`src/rtl/bank1_params.svh`:
```
// Constants for the bank-one pad, clock and option register bank
`ifndef BANK1_PARAMS_SVH
`define BANK1_PARAMS_SVH

`define ADDR_W 6
`define DATA_W 8
`define ADDR_CLK_SINK 6'h07
`define ADDR_P5_PD 6'h08
`define ADDR_P7_PD 6'h09
`define ADDR_P6_OD 6'h0A
`define ADDR_P7_OD 6'h0B
`define ADDR_P56_PH 6'h0C
`define ADDR_P7_PH 6'h0D
`define ADDR_OPTION 6'h0E
`define GP_FIRST 6'h10
`define GP_LAST 6'h3F
`define GP_DEPTH 48

`define MASK_CLK_SINK 8'h7F
`define MASK_P7 8'h1F
`define MASK_OPTION 8'hFC
`define RST_CLK_SINK 8'h00
`define RST_ALL_ONES 8'hFF
`define RST_P7 8'h1F
`define RST_OPTION 8'hFC

`define BIT_TIMER_CLK 6
`define BIT_CPU_CLK 5
`define BIT_IDLE 4
`define TYPE_HI 7
`define TYPE_LO 6
`define LVR_HI 5
`define LVR_LO 4
`define RCM_HI 3
`define RCM_LO 2

`endif

```
`src/rtl/bank1_pkg.sv`:
```
// Types shared by the bank-one register bank
package bank1_pkg;
    typedef enum logic [2:0] {
        PWR_RUN = 3'h1,
        PWR_SLEEP = 3'h2,
        PWR_IDLE = 3'h4
    } power_state_t;

    typedef enum logic [2:0] {
        PKG_LARGE = 3'h1,
        PKG_MIDDLE = 3'h2,
        PKG_SMALL = 3'h4
    } package_sel_t;
endpackage

```
`src/rtl/bank1_pad_clock_config.sv`:
```
// Bank-one clock, power-mode, pad and option register bank
//
// The implementer's own choices: the plain strobed port and the register addresses.
`include "bank1_params.svh"
// Operation
// RULE_01 - Bit 6 picks timer clock source
// RULE_02 - Bit 5 picks CPU clock source
// RULE_03 - CPU on sub clock stops main
// RULE_04 - Power-down: bit 4 chooses sleep/idle
// RULE_05 - Bits 3..0 choose pin sink strength
// RULE_06 - Port-5 pull-down register, active-low bits
// RULE_07 - Pull-down bits reset to one
// RULE_08 - Port-7 pull-down register, bits 4..0
// RULE_09 - Port-6 open-drain, active-low bits
// RULE_10 - Port-7 open-drain, bits 4..0
// RULE_11 - Pull-high: port5 7..4, port6 3..0
// RULE_12 - Port-7 pull-high, low five bits
// RULE_13 - Option type field picks package
// RULE_14 - Option field picks low-voltage reset
// RULE_15 - Option field picks RC frequency
// RULE_16 - 0x10..0x3F general-purpose registers
// RULE_17 - Accumulator not in register file
// RULE_18 - Unused bits ignore writes, read zero
// RULE_19 - Writes take effect next instruction
module bank1_pad_clock_config (
    // Clock and reset
    input wire logic mclk_in,
    input wire logic rst_n_in,
    // Register port
    input wire logic [5:0] addr_in,
    input wire logic [7:0] wr_data_in,
    input wire logic wr_en_in,
    input wire logic rd_en_in,
    output logic [7:0] rd_data_out,
    // Power-down instruction and wake event from the core
    input wire logic power_down_instr_in,
    input wire logic wake_in,
    // Clock steering
    output logic timer_clk_select_out,
    output logic cpu_clk_select_out,
    output logic main_osc_en_out,
    output logic sleep_mode_out,
    output logic idle_mode_out,
    // Pad controls
    output logic [3:0] sink_strength_sel_out,
    output logic [7:0] pulldown_dis_p5_out,
    output logic [4:0] pulldown_dis_p7_out,
    output logic [7:0] opendrain_dis_p6_out,
    output logic [4:0] opendrain_dis_p7_out,
    output logic [3:0] pullhigh_dis_p5_out,
    output logic [3:0] pullhigh_dis_p6_out,
    output logic [4:0] pullhigh_dis_p7_out,
    // Option fields
    output logic [2:0] package_sel_out,
    output logic [1:0] lowv_reset_sel_out,
    output logic [1:0] rc_freq_sel_out
);
    typedef struct packed {
        logic [7:0] rd_data;
        bank1_pkg::power_state_t pwr;
        logic timer_clk;
        logic cpu_clk;
        logic main_en;
        logic [3:0] sink;
        logic [7:0] pd5;
        logic [4:0] pd7;
        logic [7:0] od6;
        logic [4:0] od7;
        logic [7:0] ph56;
        logic [4:0] ph7;
        bank1_pkg::package_sel_t pkg;
        logic [1:0] lvr;
        logic [1:0] rcm;
    } top_state_t;

    top_state_t state;
    top_state_t next_state;

    logic [7:0] r_clk_sink;
    logic [7:0] r_p5_pd;
    logic [7:0] r_p7_pd;
    logic [7:0] r_p6_od;
    logic [7:0] r_p7_od;
    logic [7:0] r_p56_ph;
    logic [7:0] r_p7_ph;
    logic [7:0] r_option;
    logic [7:0] gp_rd;
    logic [5:0] gp_index;
    logic gp_hit;
    logic we_clk_sink;
    logic we_p5_pd;
    logic we_p7_pd;
    logic we_p6_od;
    logic we_p7_od;
    logic we_p56_ph;
    logic we_p7_ph;
    logic we_option;

    // RULE_19 write cycle decode
    assign we_clk_sink = wr_en_in && (addr_in == `ADDR_CLK_SINK);
    assign we_p5_pd = wr_en_in && (addr_in == `ADDR_P5_PD);
    assign we_p7_pd = wr_en_in && (addr_in == `ADDR_P7_PD);
    assign we_p6_od = wr_en_in && (addr_in == `ADDR_P6_OD);
    assign we_p7_od = wr_en_in && (addr_in == `ADDR_P7_OD);
    assign we_p56_ph = wr_en_in && (addr_in == `ADDR_P56_PH);
    assign we_p7_ph = wr_en_in && (addr_in == `ADDR_P7_PH);
    assign we_option = wr_en_in && (addr_in == `ADDR_OPTION);
    // RULE_16 general-purpose window
    assign gp_hit = (addr_in >= `GP_FIRST) && (addr_in <= `GP_LAST);
    assign gp_index = addr_in - `GP_FIRST;

    config_reg8 #(
        .RESET_VALUE(`RST_CLK_SINK),
        .WRITE_MASK(`MASK_CLK_SINK)
    ) u_clk_sink (
        .mclk_in(mclk_in),
        .rst_n_in(rst_n_in),
        .wr_en_in(we_clk_sink),
        .wr_data_in(wr_data_in),
        .value_out(r_clk_sink)
    );

    // RULE_06 port-5 pull-down storage
    // RULE_07 reset to all ones
    config_reg8 #(
        .RESET_VALUE(`RST_ALL_ONES),
        .WRITE_MASK(`RST_ALL_ONES)
    ) u_p5_pd (
        .mclk_in(mclk_in),
        .rst_n_in(rst_n_in),
        .wr_en_in(we_p5_pd),
        .wr_data_in(wr_data_in),
        .value_out(r_p5_pd)
    );

    // RULE_08 port-7 pull-down storage
    config_reg8 #(
        .RESET_VALUE(`RST_P7),
        .WRITE_MASK(`MASK_P7)
    ) u_p7_pd (
        .mclk_in(mclk_in),
        .rst_n_in(rst_n_in),
        .wr_en_in(we_p7_pd),
        .wr_data_in(wr_data_in),
        .value_out(r_p7_pd)
    );

    // RULE_09 port-6 open-drain storage
    config_reg8 #(
        .RESET_VALUE(`RST_ALL_ONES),
        .WRITE_MASK(`RST_ALL_ONES)
    ) u_p6_od (
        .mclk_in(mclk_in),
        .rst_n_in(rst_n_in),
        .wr_en_in(we_p6_od),
        .wr_data_in(wr_data_in),
        .value_out(r_p6_od)
    );

    // RULE_10 port-7 open-drain storage
    config_reg8 #(
        .RESET_VALUE(`RST_P7),
        .WRITE_MASK(`MASK_P7)
    ) u_p7_od (
        .mclk_in(mclk_in),
        .rst_n_in(rst_n_in),
        .wr_en_in(we_p7_od),
        .wr_data_in(wr_data_in),
        .value_out(r_p7_od)
    );

    // RULE_11 pull-high for ports 5 and 6
    config_reg8 #(
        .RESET_VALUE(`RST_ALL_ONES),
        .WRITE_MASK(`RST_ALL_ONES)
    ) u_p56_ph (
        .mclk_in(mclk_in),
        .rst_n_in(rst_n_in),
        .wr_en_in(we_p56_ph),
        .wr_data_in(wr_data_in),
        .value_out(r_p56_ph)
    );

    // RULE_12 port-7 pull-high storage
    config_reg8 #(
        .RESET_VALUE(`RST_P7),
        .WRITE_MASK(`MASK_P7)
    ) u_p7_ph (
        .mclk_in(mclk_in),
        .rst_n_in(rst_n_in),
        .wr_en_in(we_p7_ph),
        .wr_data_in(wr_data_in),
        .value_out(r_p7_ph)
    );

    // RULE_13 option defaults: large package, 4 MHz
    config_reg8 #(
        .RESET_VALUE(`RST_OPTION),
        .WRITE_MASK(`MASK_OPTION)
    ) u_option (
        .mclk_in(mclk_in),
        .rst_n_in(rst_n_in),
        .wr_en_in(we_option),
        .wr_data_in(wr_data_in),
        .value_out(r_option)
    );

    gp_file u_gp (
        .mclk_in(mclk_in),
        .rst_n_in(rst_n_in),
        .wr_en_in(wr_en_in && gp_hit),
        .index_in(gp_index),
        .wr_data_in(wr_data_in),
        .rd_data_out(gp_rd)
    );

    always_comb
    begin
        next_state = state;
        // RULE_17 no accumulator address
        if (!rd_en_in)
        begin
            next_state.rd_data = 8'h00;
        end
        else if (addr_in == `ADDR_CLK_SINK)
        begin
            next_state.rd_data = r_clk_sink;
        end
        else if (addr_in == `ADDR_P5_PD)
        begin
            next_state.rd_data = r_p5_pd;
        end
        else if (addr_in == `ADDR_P7_PD)
        begin
            next_state.rd_data = r_p7_pd;
        end
        else if (addr_in == `ADDR_P6_OD)
        begin
            next_state.rd_data = r_p6_od;
        end
        else if (addr_in == `ADDR_P7_OD)
        begin
            next_state.rd_data = r_p7_od;
        end
        else if (addr_in == `ADDR_P56_PH)
        begin
            next_state.rd_data = r_p56_ph;
        end
        else if (addr_in == `ADDR_P7_PH)
        begin
            next_state.rd_data = r_p7_ph;
        end
        else if (addr_in == `ADDR_OPTION)
        begin
            next_state.rd_data = r_option;
        end
        else if (gp_hit)
        begin
            next_state.rd_data = gp_rd;
        end
        else
        begin
            // Unmapped reads return zero
            next_state.rd_data = 8'h00;
        end

        // RULE_01 timer clock source
        next_state.timer_clk = r_clk_sink[`BIT_TIMER_CLK];
        // RULE_02 CPU clock source
        next_state.cpu_clk = r_clk_sink[`BIT_CPU_CLK];
        // RULE_03 main stops on sub clock
        next_state.main_en = r_clk_sink[`BIT_CPU_CLK];
        // RULE_05 sink strength per pin
        next_state.sink = r_clk_sink[3:0];
        next_state.pd5 = r_p5_pd;
        next_state.pd7 = r_p7_pd[4:0];
        next_state.od6 = r_p6_od;
        next_state.od7 = r_p7_od[4:0];
        next_state.ph56 = r_p56_ph;
        next_state.ph7 = r_p7_ph[4:0];

        // RULE_13 package decode, 00 aliases largest
        case (r_option[`TYPE_HI:`TYPE_LO])
            2'h2: next_state.pkg = bank1_pkg::PKG_MIDDLE;
            2'h1: next_state.pkg = bank1_pkg::PKG_SMALL;
            default: next_state.pkg = bank1_pkg::PKG_LARGE;
        endcase
        // RULE_14 reset threshold code
        next_state.lvr = r_option[`LVR_HI:`LVR_LO];
        // RULE_15 RC frequency code
        next_state.rcm = r_option[`RCM_HI:`RCM_LO];

        // RULE_04 sleep or idle on power-down
        case (state.pwr)
            bank1_pkg::PWR_RUN:
            begin
                if (power_down_instr_in)
                begin
                    if (r_clk_sink[`BIT_IDLE])
                    begin
                        next_state.pwr = bank1_pkg::PWR_IDLE;
                    end
                    else
                    begin
                        next_state.pwr = bank1_pkg::PWR_SLEEP;
                    end
                end
            end
            bank1_pkg::PWR_SLEEP,
            bank1_pkg::PWR_IDLE:
            begin
                if (wake_in)
                begin
                    next_state.pwr = bank1_pkg::PWR_RUN;
                end
            end
            default:
            begin
                next_state.pwr = bank1_pkg::PWR_RUN;
            end
        endcase
    end

    // Outputs lag the register by one edge so each is a flop
    always_ff @(posedge mclk_in)
    begin
        if (!rst_n_in)
        begin
            state.rd_data <= 8'h00;
            state.pwr <= bank1_pkg::PWR_RUN;
            state.timer_clk <= 1'b0;
            state.cpu_clk <= 1'b0;
            state.main_en <= 1'b0;
            state.sink <= 4'h0;
            state.pd5 <= `RST_ALL_ONES;
            state.pd7 <= 5'h1F;
            state.od6 <= `RST_ALL_ONES;
            state.od7 <= 5'h1F;
            state.ph56 <= `RST_ALL_ONES;
            state.ph7 <= 5'h1F;
            state.pkg <= bank1_pkg::PKG_LARGE;
            state.lvr <= 2'h3;
            state.rcm <= 2'h3;
        end
        else
        begin
            state <= next_state;
        end
    end

    assign rd_data_out = state.rd_data;
    assign timer_clk_select_out = state.timer_clk;
    assign cpu_clk_select_out = state.cpu_clk;
    assign main_osc_en_out = state.main_en;
    assign sleep_mode_out = (state.pwr == bank1_pkg::PWR_SLEEP);
    assign idle_mode_out = (state.pwr == bank1_pkg::PWR_IDLE);
    assign sink_strength_sel_out = state.sink;
    assign pulldown_dis_p5_out = state.pd5;
    assign pulldown_dis_p7_out = state.pd7;
    assign opendrain_dis_p6_out = state.od6;
    assign opendrain_dis_p7_out = state.od7;
    assign pullhigh_dis_p5_out = state.ph56[7:4];
    assign pullhigh_dis_p6_out = state.ph56[3:0];
    assign pullhigh_dis_p7_out = state.ph7;
    assign package_sel_out = state.pkg;
    assign lowv_reset_sel_out = state.lvr;
    assign rc_freq_sel_out = state.rcm;
endmodule

```
`src/rtl/config_reg8.sv`:
```
// One masked byte-wide configuration register
`include "bank1_params.svh"
module config_reg8 #(
    parameter logic [7:0] RESET_VALUE = 8'h00,
    parameter logic [7:0] WRITE_MASK = 8'hFF
)(
    // Clock and reset
    input wire logic mclk_in,
    input wire logic rst_n_in,
    // Write port
    input wire logic wr_en_in,
    input wire logic [7:0] wr_data_in,
    // Stored value
    output logic [7:0] value_out
);
    typedef struct packed {
        logic [7:0] value;
    } cfg_state_t;

    cfg_state_t state;
    cfg_state_t next_state;

    always_comb
    begin
        next_state = state;
        // RULE_18 unused bits zero
        if (wr_en_in)
        begin
            next_state.value = wr_data_in & WRITE_MASK;
        end
    end

    always_ff @(posedge mclk_in)
    begin
        if (!rst_n_in)
        begin
            state.value <= RESET_VALUE;
        end
        else
        begin
            state <= next_state;
        end
    end

    assign value_out = state.value;
endmodule

```
`src/rtl/gp_file.sv`:
```
// General-purpose file registers at 0x10 to 0x3F
`include "bank1_params.svh"
module gp_file (
    // Clock and reset
    input wire logic mclk_in,
    input wire logic rst_n_in,
    // Access port, index already relative to the first location
    input wire logic wr_en_in,
    input wire logic [5:0] index_in,
    input wire logic [7:0] wr_data_in,
    output logic [7:0] rd_data_out
);
    typedef struct packed {
        logic [`GP_DEPTH-1:0][7:0] mem;
    } gp_state_t;

    gp_state_t state;
    gp_state_t next_state;

    always_comb
    begin
        next_state = state;
        // RULE_16 plain storage
        if (wr_en_in)
        begin
            next_state.mem[index_in] = wr_data_in;
        end
    end

    // No reset: file contents are undefined at power-up
    always_ff @(posedge mclk_in)
    begin
        state <= next_state;
    end

    assign rd_data_out = state.mem[index_in];
endmodule

```
`config.mk`:
```
export PLATFORM = sky130hd
export DESIGN_NAME = bank1_pad_clock_config
export DESIGN_NICKNAME = d
export VERILOG_FILES = /design/src/rtl/bank1_pkg.sv /design/src/rtl/bank1_pad_clock_config.sv /design/src/rtl/config_reg8.sv /design/src/rtl/gp_file.sv
export VERILOG_INCLUDE_DIRS = /design/src /design/src/rtl
export SDC_FILE = /design/constraint.sdc
export NUM_CORES = 1
export LEC_CHECK = 0
export BUFFER_PORTS_ARGS = -buffer_cell sky130_fd_sc_hd__clkbuf_2
export CAP_MARGIN = 0
export CELL_PAD_IN_SITES_DETAIL_PLACEMENT = 2
export CELL_PAD_IN_SITES_GLOBAL_PLACEMENT = 2
export CORE_MARGIN = 1
export CORE_UTILIZATION = 42
export CTS_CLUSTER_SIZE = 24
export DETAILED_ROUTE_END_ITERATION = 10
export PLACE_DENSITY = 0.83
export SYNTH_ARGS = -nofsm -noshare
export SYNTH_HDL_FRONTEND = slang
export SYNTH_SLANG_ARGS = --single-unit
```
`constraint.sdc`:
```
create_clock -name mclk_in -period 3.5 [get_ports mclk_in]
set_input_delay 1.05 -clock mclk_in [delete_from_list [all_inputs] [get_ports mclk_in]]
set_output_delay 1.05 -clock mclk_in [all_outputs]
set_load 0.02 [all_outputs]
```
==> metrics.txt, run 1 <==
global-route wire length before repair 90,100 um; placed inst area 20,900 um2; Hold Crit Class reg2reg; time the worst path needs with I/O delays and setup 3.04 ns; largest net degree at the start of global routing ~60; CP max FO 48; Starting Density 43.0%; Power Density 559 nW/um2; syn_area_per_cell 16.6 um2; Reg2Reg Setup Slack 1.45 ns; clock buffer count from CTS between 50 and 60; Reg2Reg Depth 5; clock root cell clkbuf_16; Area Overhead vs Synth 14.9%; initial antenna violation count 0; syn nets 1,211; maxcap violations 0; crit share post-route around 87%; Ys Warns 0; unrepaired setup endpoints after global routing false; Routed wire per std cell approximately 32 um; number of synthesized flops with an enable pin 384; CTS tree done; Die H 219 um; commonest cells in the netlist 384 x edfxtp_1, 115 x dfxtp_1, 104 x nand2_1; synthesized flop and latch total 499; clock network power share 43.8%; Comb pwr share under 10%; switching share of power 22.2%; Pleak just under 8 nW; die width 219 um; Seq pwr share 50.8%; total number of vias 11,272; fin nets 1,323; DRT iter0 DRCs 1,062; Worst Skew 0.0220 ns; register area share after synthesis 70.3%; fin util 49.4%; FP Rows 78; total power ~13 mW; Clock Latency Late Sink ~0.6 ns; Synth top area share 58.6%; # clock sinks 499; Max clock buf depth 3; Final GP Congestion between 0.8 and 0.9; Arrival @ worst endpoint 3.33 ns; Post-CTS Setup Inserts 0; Placeable Area approximately 46,000 um2; sw power 2.80 mW; Max Slew Vio Count 0; Slew Limit Headroom 3.95%; vias per cell 5.82; top cells by area, synth edfxtp_1 59%, dfxtp_1 12%, mux4_2 12%; antenna viol nets, final 0; Distinct cells, synth 58; critical path startpoint category input port; Mapped Area 19,700 um2; Residual DRC 0; htree depth 2; endpoints failing hold 0; hold worst-path end pullhigh_dis_p6_out[3]; clock-pin slew on the worst setup and hold paths 0.06 ns; # resized after CTS 0; P_int ~9.9 mW; Synth Instances 1,185; Ports 83; biggest area consumer among synthesized cells edfxtp_1; Peak Freq 329 MHz; dpl hpwl 39,300 um; CTS hold repair buffers 0; PortBufs 82; Final Setup Violations 0; die footprint 47,700 um2; critical path endpoint category flop; outcome finished clean; Peak VDD IR roughly 380 uV; Hold Path Depth 1; total track usage 26.8%; endpoint of the worst-slack reg-to-reg timing path rd_data_out[2]; drt total wl 62,100 um; share of cells above drive strength 1 28.0%; vias in the first global route 12,172; grt total ovfl 0; Synth Flop Type edfxtp_1; CP Class in2reg; Least-Margin Pin Slew approximately 1.4 ns; RR Startpoint u_gp.state[162]; ys async rst share 0%; most common cell in the netlist edfxtp_1; worst path required time 3.79 ns; length of the first detailed-routing pass in iterations 5; post-route cell area 22,600 um2; min-delay src u_p56_ph.value_out[3]
critical path, cell delays in order:
cell     delay, ns
buf_4         0.62
nor2b_1       0.62
nand2_1       0.39
nor2_1        0.38
buf_4         0.25
metrics by stage:
step           hold WS [ns]  TNS [ns]  instances  worst slack, ns
2_1_floorplan         0.403     -7.49       1185          -0.0298
3_3_place_gp          0.455         0       1843           0.0532
3_5_place_dp          0.464   -0.0649       1843         -0.00887
4_1_cts               0.485         0       1937            0.520
5_1_grt               0.505         0       1937            0.415
6_report              0.486         0       1938            0.461
per-layer routing:
metal	GRT usage (%)	wire (um)	part of all wire [%]
met5	0	0	0
met4	9.60	2340	3.8
met3	4.94	3860	6.2
met2	45.8	31200	50
met1	34.0	24600	40
flip-flops by register name, indices dropped and copies added, names as in the netlist, 6 cells and up:
register,flops
u_option.value_out,6
u_p56_ph.value_out,8
pulldown_dis_p5_out,8
u_gp.state,384
opendrain_dis_p6_out,8
u_clk_sink.value_out,7
u_p6_od.value_out,8
rd_data_out,8
u_p5_pd.value_out,8
how the worst max path moves through the flow:
stage / end / cells after the start / from
after floorplan: u_gp.state[184] / 9 / addr_in[4]
after global placement: u_gp.state[119] / 5 / addr_in[1]
after detailed placement: u_gp.state[85] / 5 / addr_in[1]
after CTS: u_gp.state[113] / 5 / addr_in[1]
after global routing: u_gp.state[117] / 5 / addr_in[1]
final: u_gp.state[115] / 5 / addr_in[1]
power by group through the flow:
| stage | sequential (mW) | clock (mW) | combinational, mW |
|---|---|---|---|
| finish | 6.43 | 5.54 | 0.679 |
| global route | 6.43 | 5.82 | 0.710 |
| CTS | 6.43 | 5.63 | 0.678 |
| detailed placement | 6.56 | 0 | 0.663 |
| global placement | 6.55 | 0 | 0.616 |
| floorplan | 6.54 | 0 | 0.361 |
kinds of logic after synthesis:
group                    Yosys count  synth area share (%)
adder cells (fa/ha/maj)            6                 0.381
multiplexers                     178                  15.6
flip-flops                       499                  70.3
buffers and inverters            136                  4.03
AND/OR/NAND/NOR                  293                  7.13
AO/OA/AOI/OAI                     73                  2.61
cell usage in the layout (no fill, tap or decap), types with 3 or more instances in the layout:
cell and count:
edfxtp_1 384, dfxtp_1 115, nand2_1 104, mux4_2 102
buf_4 95, clkbuf_2 81, nor2_1 68, mux2i_1 68
clkbuf_16 56, nand2b_1 45, nand3_1 28, clkbuf_1 15
o211ai_1 14, inv_1 11, a21oi_1 11, o21ai_0 10
nor3b_1 9, and2_1 9, mux2_2 8, a21boi_0 7
ha_1 6, clkinv_2 6, clkbuf_8 6, buf_12 6
clkinv_1 5, nor2b_1 5, a32oi_1 5, nor2_2 3
a22o_1 3, a31oi_1 3, o22ai_1 3, a22oi_1 3
layout make-up:
type                       count  area, um2
timing repair buffer         181       1240
sequential                   499      13800
multi-input combinational    550       5070
antenna                        1       2.50
clock buffer                  80       1560
tap                          600        751
inverter                      13       48.8
fill                        4137      23100
clock inverter                14        129
Power figures use the tool's default switching activity.
==> inputs of run 2 (changes only) <==
CORE_UTILIZATION = 41   (was 42)
PLACE_DENSITY = 0.82   (was 0.83)
SYNTH_HIERARCHICAL = 1   (was unset)
==> metrics.txt, run 2 <==
Peak VDD IR 406 uV (+5.8%); vias per cell 5.74 (-1.2%); total power 12.9 mW (+1.9%); time the worst path needs with I/O delays and setup 3.50 ns (+0.459 ns); slowest cell on the critical path ha_2; DRT iter0 DRCs 1,035 (-2.5%); most common cell in the netlist edfxtp_1; critical path startpoint category input port; drt total wl 62,100 um (+0.12%); clock network power share 44.0% (+0.2 points); clock root cell clkbuf_16; total number of vias 11,931 (+5.8%); P_int 9.99 mW (+1.5%); final cell count without fillers 2,077 (+7.2%); Clock Latency Late Sink 0.61 ns (about the same); crit share post-route 99.9% (+13 points); initial antenna violation count 0 (unchanged); Pleak 7.94 nW (+2.4%); commonest cells in the netlist 384 x edfxtp_1, 115 x dfxtp_1, 85 x nor2_1; ys async rst share 0% (unchanged); slack of the critical path 0.00241 ns (-0.459 ns); pre-CTS setup slack -0.649 ns (-0.640 ns); Hold Crit Class reg2reg; combinational family with the most area after synthesis multiplexers; Final Setup Violations 0 (unchanged); Compound-Gate Fraction of Synth Area 5.66% (+3.1 points); largest net degree at the start of global routing 107 (+75%); die width 223 um (+2.2%); Synth Instances 1,263 (+6.6%); outcome finished clean; vias in the first global route 12,931 (+6.2%); endpoints failing hold 0 (unchanged); Placeable Area 48,000 um2 (+5.0%); FP Rows 80 (+2.6%); critical path's most frequent cell inv_1; most common cell after layout, fill and taps aside edfxtp_1; Synth Area in Simple Gates 7.19% (+0.054 points); fin nets 1,440 (+8.8%); Residual DRC 0 (unchanged); Ys Warns 6 (+6); Slew Limit Headroom 12.7% (+8.8 points); htree depth 2 (unchanged); Power Density 551 nW/um2 (-1.5%); Seq pwr share 49.9% (-0.9 points); antenna cells 0 (-1); biggest area consumer among synthesized cells edfxtp_1; hold slack 0.477 ns (-0.00903 ns); Area Overhead vs Synth 16.5%; Peak Freq 286 MHz (-13%); # clock sinks 499 (unchanged); antenna viol nets, final 0 (unchanged); number of synthesized flops with an enable pin 384 (unchanged); placed cells 1,975 (+7.2%); top cells by area, synth edfxtp_1 57%, dfxtp_1 11%, mux4_2 8.7%; Layout fillers 4,399 (+6.3%); Die H 223 um (+2.2%); CP max FO 5 (-90%); length of the first detailed-routing pass in iterations 7 (+2); CP Cell Sequence clkbuf_2 -> inv_1 -> ha_2 -> clkinvlp_2 -> nor3b_2 -> and2_1 -> a22oi_1 -> and4_1 -> o211ai_1 -> inv_1 -> o22ai_1 -> o21ai_1 -> a311oi_2; Least-Margin Pin Slew 1.31 ns (-0.132 ns); dpl hpwl 41,100 um (+4.5%); critical path endpoint category flop; Worst Skew 0.0232 ns (+0.00117 ns); Starting Density 41.8% (-1.2 points); Final GP Congestion 0.877 (+4.8%); switching share of power 22.5% (+0.35 points); Mapped Area 20,100 um2 (+2.1%); Ports 83 (unchanged); CP Class in2reg; register area share after synthesis 68.8% (-1.4 points); maxcap violations 0 (unchanged); Synth top area share 57.4% (-1.2 points); worst path required time 3.98 ns (+0.19 ns); Reg with most FFs u_gp/state; Synth Flop Type edfxtp_1; PortBufs 82 (unchanged); CTS hold repair buffers 0 (unchanged); commonest non-fill, non-tap cells in the layout 384 x edfxtp_1, 146 x buf_4, 115 x dfxtp_1; Max Slew Vio Count 0 (unchanged); synthesized flop and latch total 499 (unchanged); Largest register FFs 384 (unchanged); Max clock buf depth 3 (unchanged); sw power 2.90 mW (+3.5%); xor/xnor cell area share of the yosys netlist 0.0436% (+0.044 points); total track usage 25.2% (-1.6 points); Distinct cells, synth 59 (+1.7%); mux cell area share after synthesis 12.6% (-3.0 points); Routed wire per std cell 29.9 um (-6.6%); setup_tns 0 ns (unchanged); clock-pin slew on the worst setup and hold paths 0.06 ns (about the same); share of cells above drive strength 1 29.6% (+1.6 points); clock buffer count from CTS 53 (+1.9%); global-route wire length before repair 90,600 um (+0.53%); CTS tree done; crit-path max cell delay 0.44 ns (-0.18 ns); grt total ovfl 0 (unchanged); Comb pwr share 6.1% (+0.7 points); die footprint 49,900 um2 (+4.5%); syn_area_per_cell 15.9 um2 (-4.2%); Arrival @ worst endpoint 3.98 ns (+0.65 ns); adder-cell share of the synthesized area 0.187% (-0.19 points)
[run 2: layout make-up]
cell class / instances / area [um2] / area share (%)
multi-input combinational: 609 / 5250 / 22.4
inverter: 16 / 63.8 / 0.273
clock buffer: 73 / 1500 / 6.40
timing repair buffer: 237 / 1740 / 7.43
timing repair inverter: 1 / 5.00 / 0.0214
sequential: 499 / 13800 / 59.1
clock inverter: 27 / 246 / 1.05
tap: 615 / 769 / 3.29
[run 2: path summary, 6_finish.rpt]
path                                       startpoint                      to  slack, ns  cells after the start
worst min register to register  u_p56_ph/value_out[0]  pullhigh_dis_p6_out[0]       0.48                      1
worst max register to register        u_gp/state[289]          rd_data_out[1]       0.73                      9
worst min-delay path            u_p56_ph/value_out[0]  pullhigh_dis_p6_out[0]       0.48                      1
worst max-delay path                       addr_in[4]          rd_data_out[2]      0.002                     13
[run 2: stage by stage]
step                instance area, um2  utilization (%)
floorplan                        20100                -
global placement                 21600             45.0
detailed placement               21600             45.0
CTS                              23400             48.6
global route                     23400             48.7
finish                           23400             48.7
[run 2: worst max-delay path: cells and delay by family]
kind,cells,cell delay (ns)
buffers and inverters,4,0.58
adder cells (fa/ha/maj),1,0.44
AO/OA/AOI/OAI,5,1.03
AND/OR/NAND/NOR,3,0.87
[run 2: cell families after synthesis]
| logic type | Yosys count |
|---|---|
| adders and majority gates | 3 |
| and+or+nand+nor | 288 |
| xor gates and xnor gates | 1 |
| DFF | 499 |
| other | 5 |
| AOI/OAI and AO/OA | 151 |
| buffers and inverters | 162 |
| muxes | 154 |
[run 2: metal layers]
metal	vias to the layer above	GRT usage [%]	wire length [um]
li1	5049	-	-
met1	6346	30.9	24700
met2	423	44.9	32300
met3	113	3.81	3070
met4	0	9.54	2080
met5	-	0	0
[run 2: what timing repair did]
| action | CTS | global route |
|---|---|---|
| setup endpoints to repair | 1 | 2 |
| cloned | 0 | 1 |
| resized for setup | 1 | 8 |
| buffers inserted | 0 | 1 |
[run 2: power by group through the flow]
stage | clock, mW | combinational, mW | sequential [mW]
2_1_floorplan | 0 | 0.406 | 6.55
5_1_grt | 5.96 | 0.829 | 6.43
3_5_place_dp | 0 | 0.770 | 6.56
6_report | 5.68 | 0.791 | 6.43
3_3_place_gp | 0 | 0.721 | 6.55
4_1_cts | 5.79 | 0.779 | 6.43
==> inputs of run 3 (changes only) <==
BUFFER_PORTS_ARGS = -buffer_cell sky130_fd_sc_hd__buf_2   (was -buffer_cell sky130_fd_sc_hd__clkbuf_2)
==> metrics.txt, run 3 (synthesized netlist as in run 2, its figures left out) <==
Top Family by Delay on Critical Path compound AO/OA/AOI/OAI gates; outcome finished clean; Ports 83 (unchanged); grt total ovfl 0 (unchanged); CP Class in2reg; Layout fillers 4,402 (+0.068%); critical path startpoint category input port; slack of the critical path 0.00384 ns (+0.00143 ns); clock-pin slew on the worst setup and hold paths 0.06 ns (about the same); crit-path max cell delay 0.35 ns (-0.09 ns); Clock Latency Late Sink 0.61 ns (about the same); global-route wire length before repair 91,900 um (+1.5%); Max Slew Vio Count 0 (unchanged); Peak Freq 286 MHz (about the same); Final Setup Violations 0 (unchanged); crit share post-route 99.9% (about the same); htree depth 2 (unchanged); antenna cells 0 (unchanged); length of the first detailed-routing pass in iterations 4 (-3); maxcap violations 0 (unchanged); Pleak 7.94 nW (about the same); antenna viol nets, final 0 (unchanged); Worst Skew 0.0218 ns (-0.00137 ns); Max clock buf depth 3 (unchanged); initial antenna violation count 1 (+1); endpoints failing hold 0 (unchanged); drt total wl 62,500 um (+0.63%); placed inst area 21,600 um2 (about the same); Starting Density 41.8% (unchanged); vias in the first global route 13,077 (+1.1%); Reg with most FFs u_gp/state; commonest non-fill, non-tap cells in the layout 384 x edfxtp_1, 150 x buf_4, 115 x dfxtp_1; worst path required time 3.97 ns (about the same); fin nets 1,442 (+0.14%); vias per cell 5.78 (+0.54%); CP max FO 7 (+2); total track usage 25.5% (+0.25 points); Routed wire per std cell 30.1 um (+0.68%); share of cells above drive strength 1 29.6% (-0.048 points); CP Cell Sequence buf_2 -> inv_1 -> ha_1 -> inv_1 -> buf_4 -> and3b_1 -> and2_1 -> a22oi_1 -> and4_1 -> o211ai_1 -> inv_1 -> o22ai_1 -> o21ai_1 -> a311oi_2; Hold Crit Class reg2reg; dpl hpwl 40,700 um (-0.88%); Arrival @ worst endpoint 3.97 ns (about the same); total number of vias 11,990 (+0.49%); die footprint 49,900 um2 (unchanged); Peak VDD IR 436 uV (+7.4%); critical path's most frequent cell inv_1; DRT iter0 DRCs 1,057 (+2.1%); pre-CTS setup slack -0.550 ns (+0.0990 ns); Power Density 562 nW/um2 (+1.9%); clock root cell clkbuf_16; CTS hold repair buffers 0 (unchanged); critical path endpoint category flop; largest net degree at the start of global routing 57 (-47%); die width 223 um (unchanged); CTS tree done; Least-Margin Pin Slew 1.30 ns (-0.00951 ns); Die H 223 um (unchanged); Area Overhead vs Synth 16.8%; Placeable Area 48,000 um2 (unchanged); Largest register FFs 384 (unchanged); # clock sinks 499 (unchanged); PortBufs 82 (unchanged); Final GP Congestion 0.909 (+3.7%); post-route cell area 23,500 um2 (+0.26%); time the worst path needs with I/O delays and setup 3.50 ns (-0.00143 ns); Slew Limit Headroom 13.4% (+0.63 points); FP Rows 80 (unchanged); Residual DRC 0 (unchanged); Buffers & Inverters on Critical Path 5 (+1); most common cell after layout, fill and taps aside edfxtp_1; clock buffer count from CTS 53 (unchanged); Post-CTS Setup Inserts 0 (unchanged); slowest cell on the critical path ha_1
## run 3: changes by cell type in the layout (fill, tap and decap cells not counted), moves of 2 or more
| cell | previous run | this run |
|---|---|---|
| clkbuf_8 | 3 | 6 |
| clkinv_2 | 11 | 9 |
| clkbuf_16 | 56 | 54 |
| buf_4 | 146 | 150 |
| buf_2 | 0 | 78 |
| clkbuf_2 | 80 | 0 |
| clkbuf_1 | 12 | 5 |
| clkinv_1 | 5 | 7 |
| bufinv_16 | 4 | 8 |
## run 3: layer usage
metal / GRT usage (%) / vias up / wire length, um
li1: - / 5048 / -
met1: 31.2 / 6373 / 24700
met2: 45.2 / 442 / 32100
met3: 3.92 / 125 / 3300
met4: 10.1 / 2 / 2350
met5: 0 / - / 18
## run 3: worst paths after layout
kind | to | slack [ns] | from | depth (start not counted)
setup / recovery | rd_data_out[2] | 0.004 | addr_in[4] | 14
setup reg to reg | rd_data_out[6] | 0.64 | u_gp/state[254] | 10
hold / removal | pullhigh_dis_p6_out[0] | 0.47 | u_p56_ph/value_out[0] | 1
hold reg to reg | pullhigh_dis_p6_out[0] | 0.47 | u_p56_ph/value_out[0] | 1
## run 3: stage by stage
| stage | std cells | hold slack, ns | TNS (ns) | total power, mW | utilization, % |
|---|---|---|---|---|---|
| after detailed placement | 1979 | 0.461 | -2.46 | 7.33 | 45.0 |
| after CTS | 2076 | 0.477 | 0 | 13.3 | 48.8 |
| after floorplan | 1270 | 0.425 | 0 | 6.95 | - |
| final | 2076 | 0.471 | 0 | 13.2 | 48.8 |
| after global routing | 2076 | 0.503 | -0.0305 | 13.5 | 48.8 |
| after global placement | 1979 | 0.457 | -1.45 | 7.28 | 45.0 |
## run 3: cell type report
cell class              count  area (um2)  area share, %
flip-flops and latches    499       13800           59.0
multi-input cells         609        5230           22.3
repair buffers            240        1750           7.45
clock buffers              65        1450           6.19
well taps                 615         769           3.28
clock inverters            32         372           1.58
inverters                  16        60.1          0.256
## run 3: power breakdown
part | switching, mW | internal, mW | total, mW
sequential | 0.0203 | 6.41 | 6.43
combinational | 0.503 | 0.288 | 0.791
clock | 2.43 | 3.54 | 5.96
## run 3: timing repair
item,CTS,global route
cloned,0,0
gates resized for setup,1,2
endpoints found under the setup margin,2,2
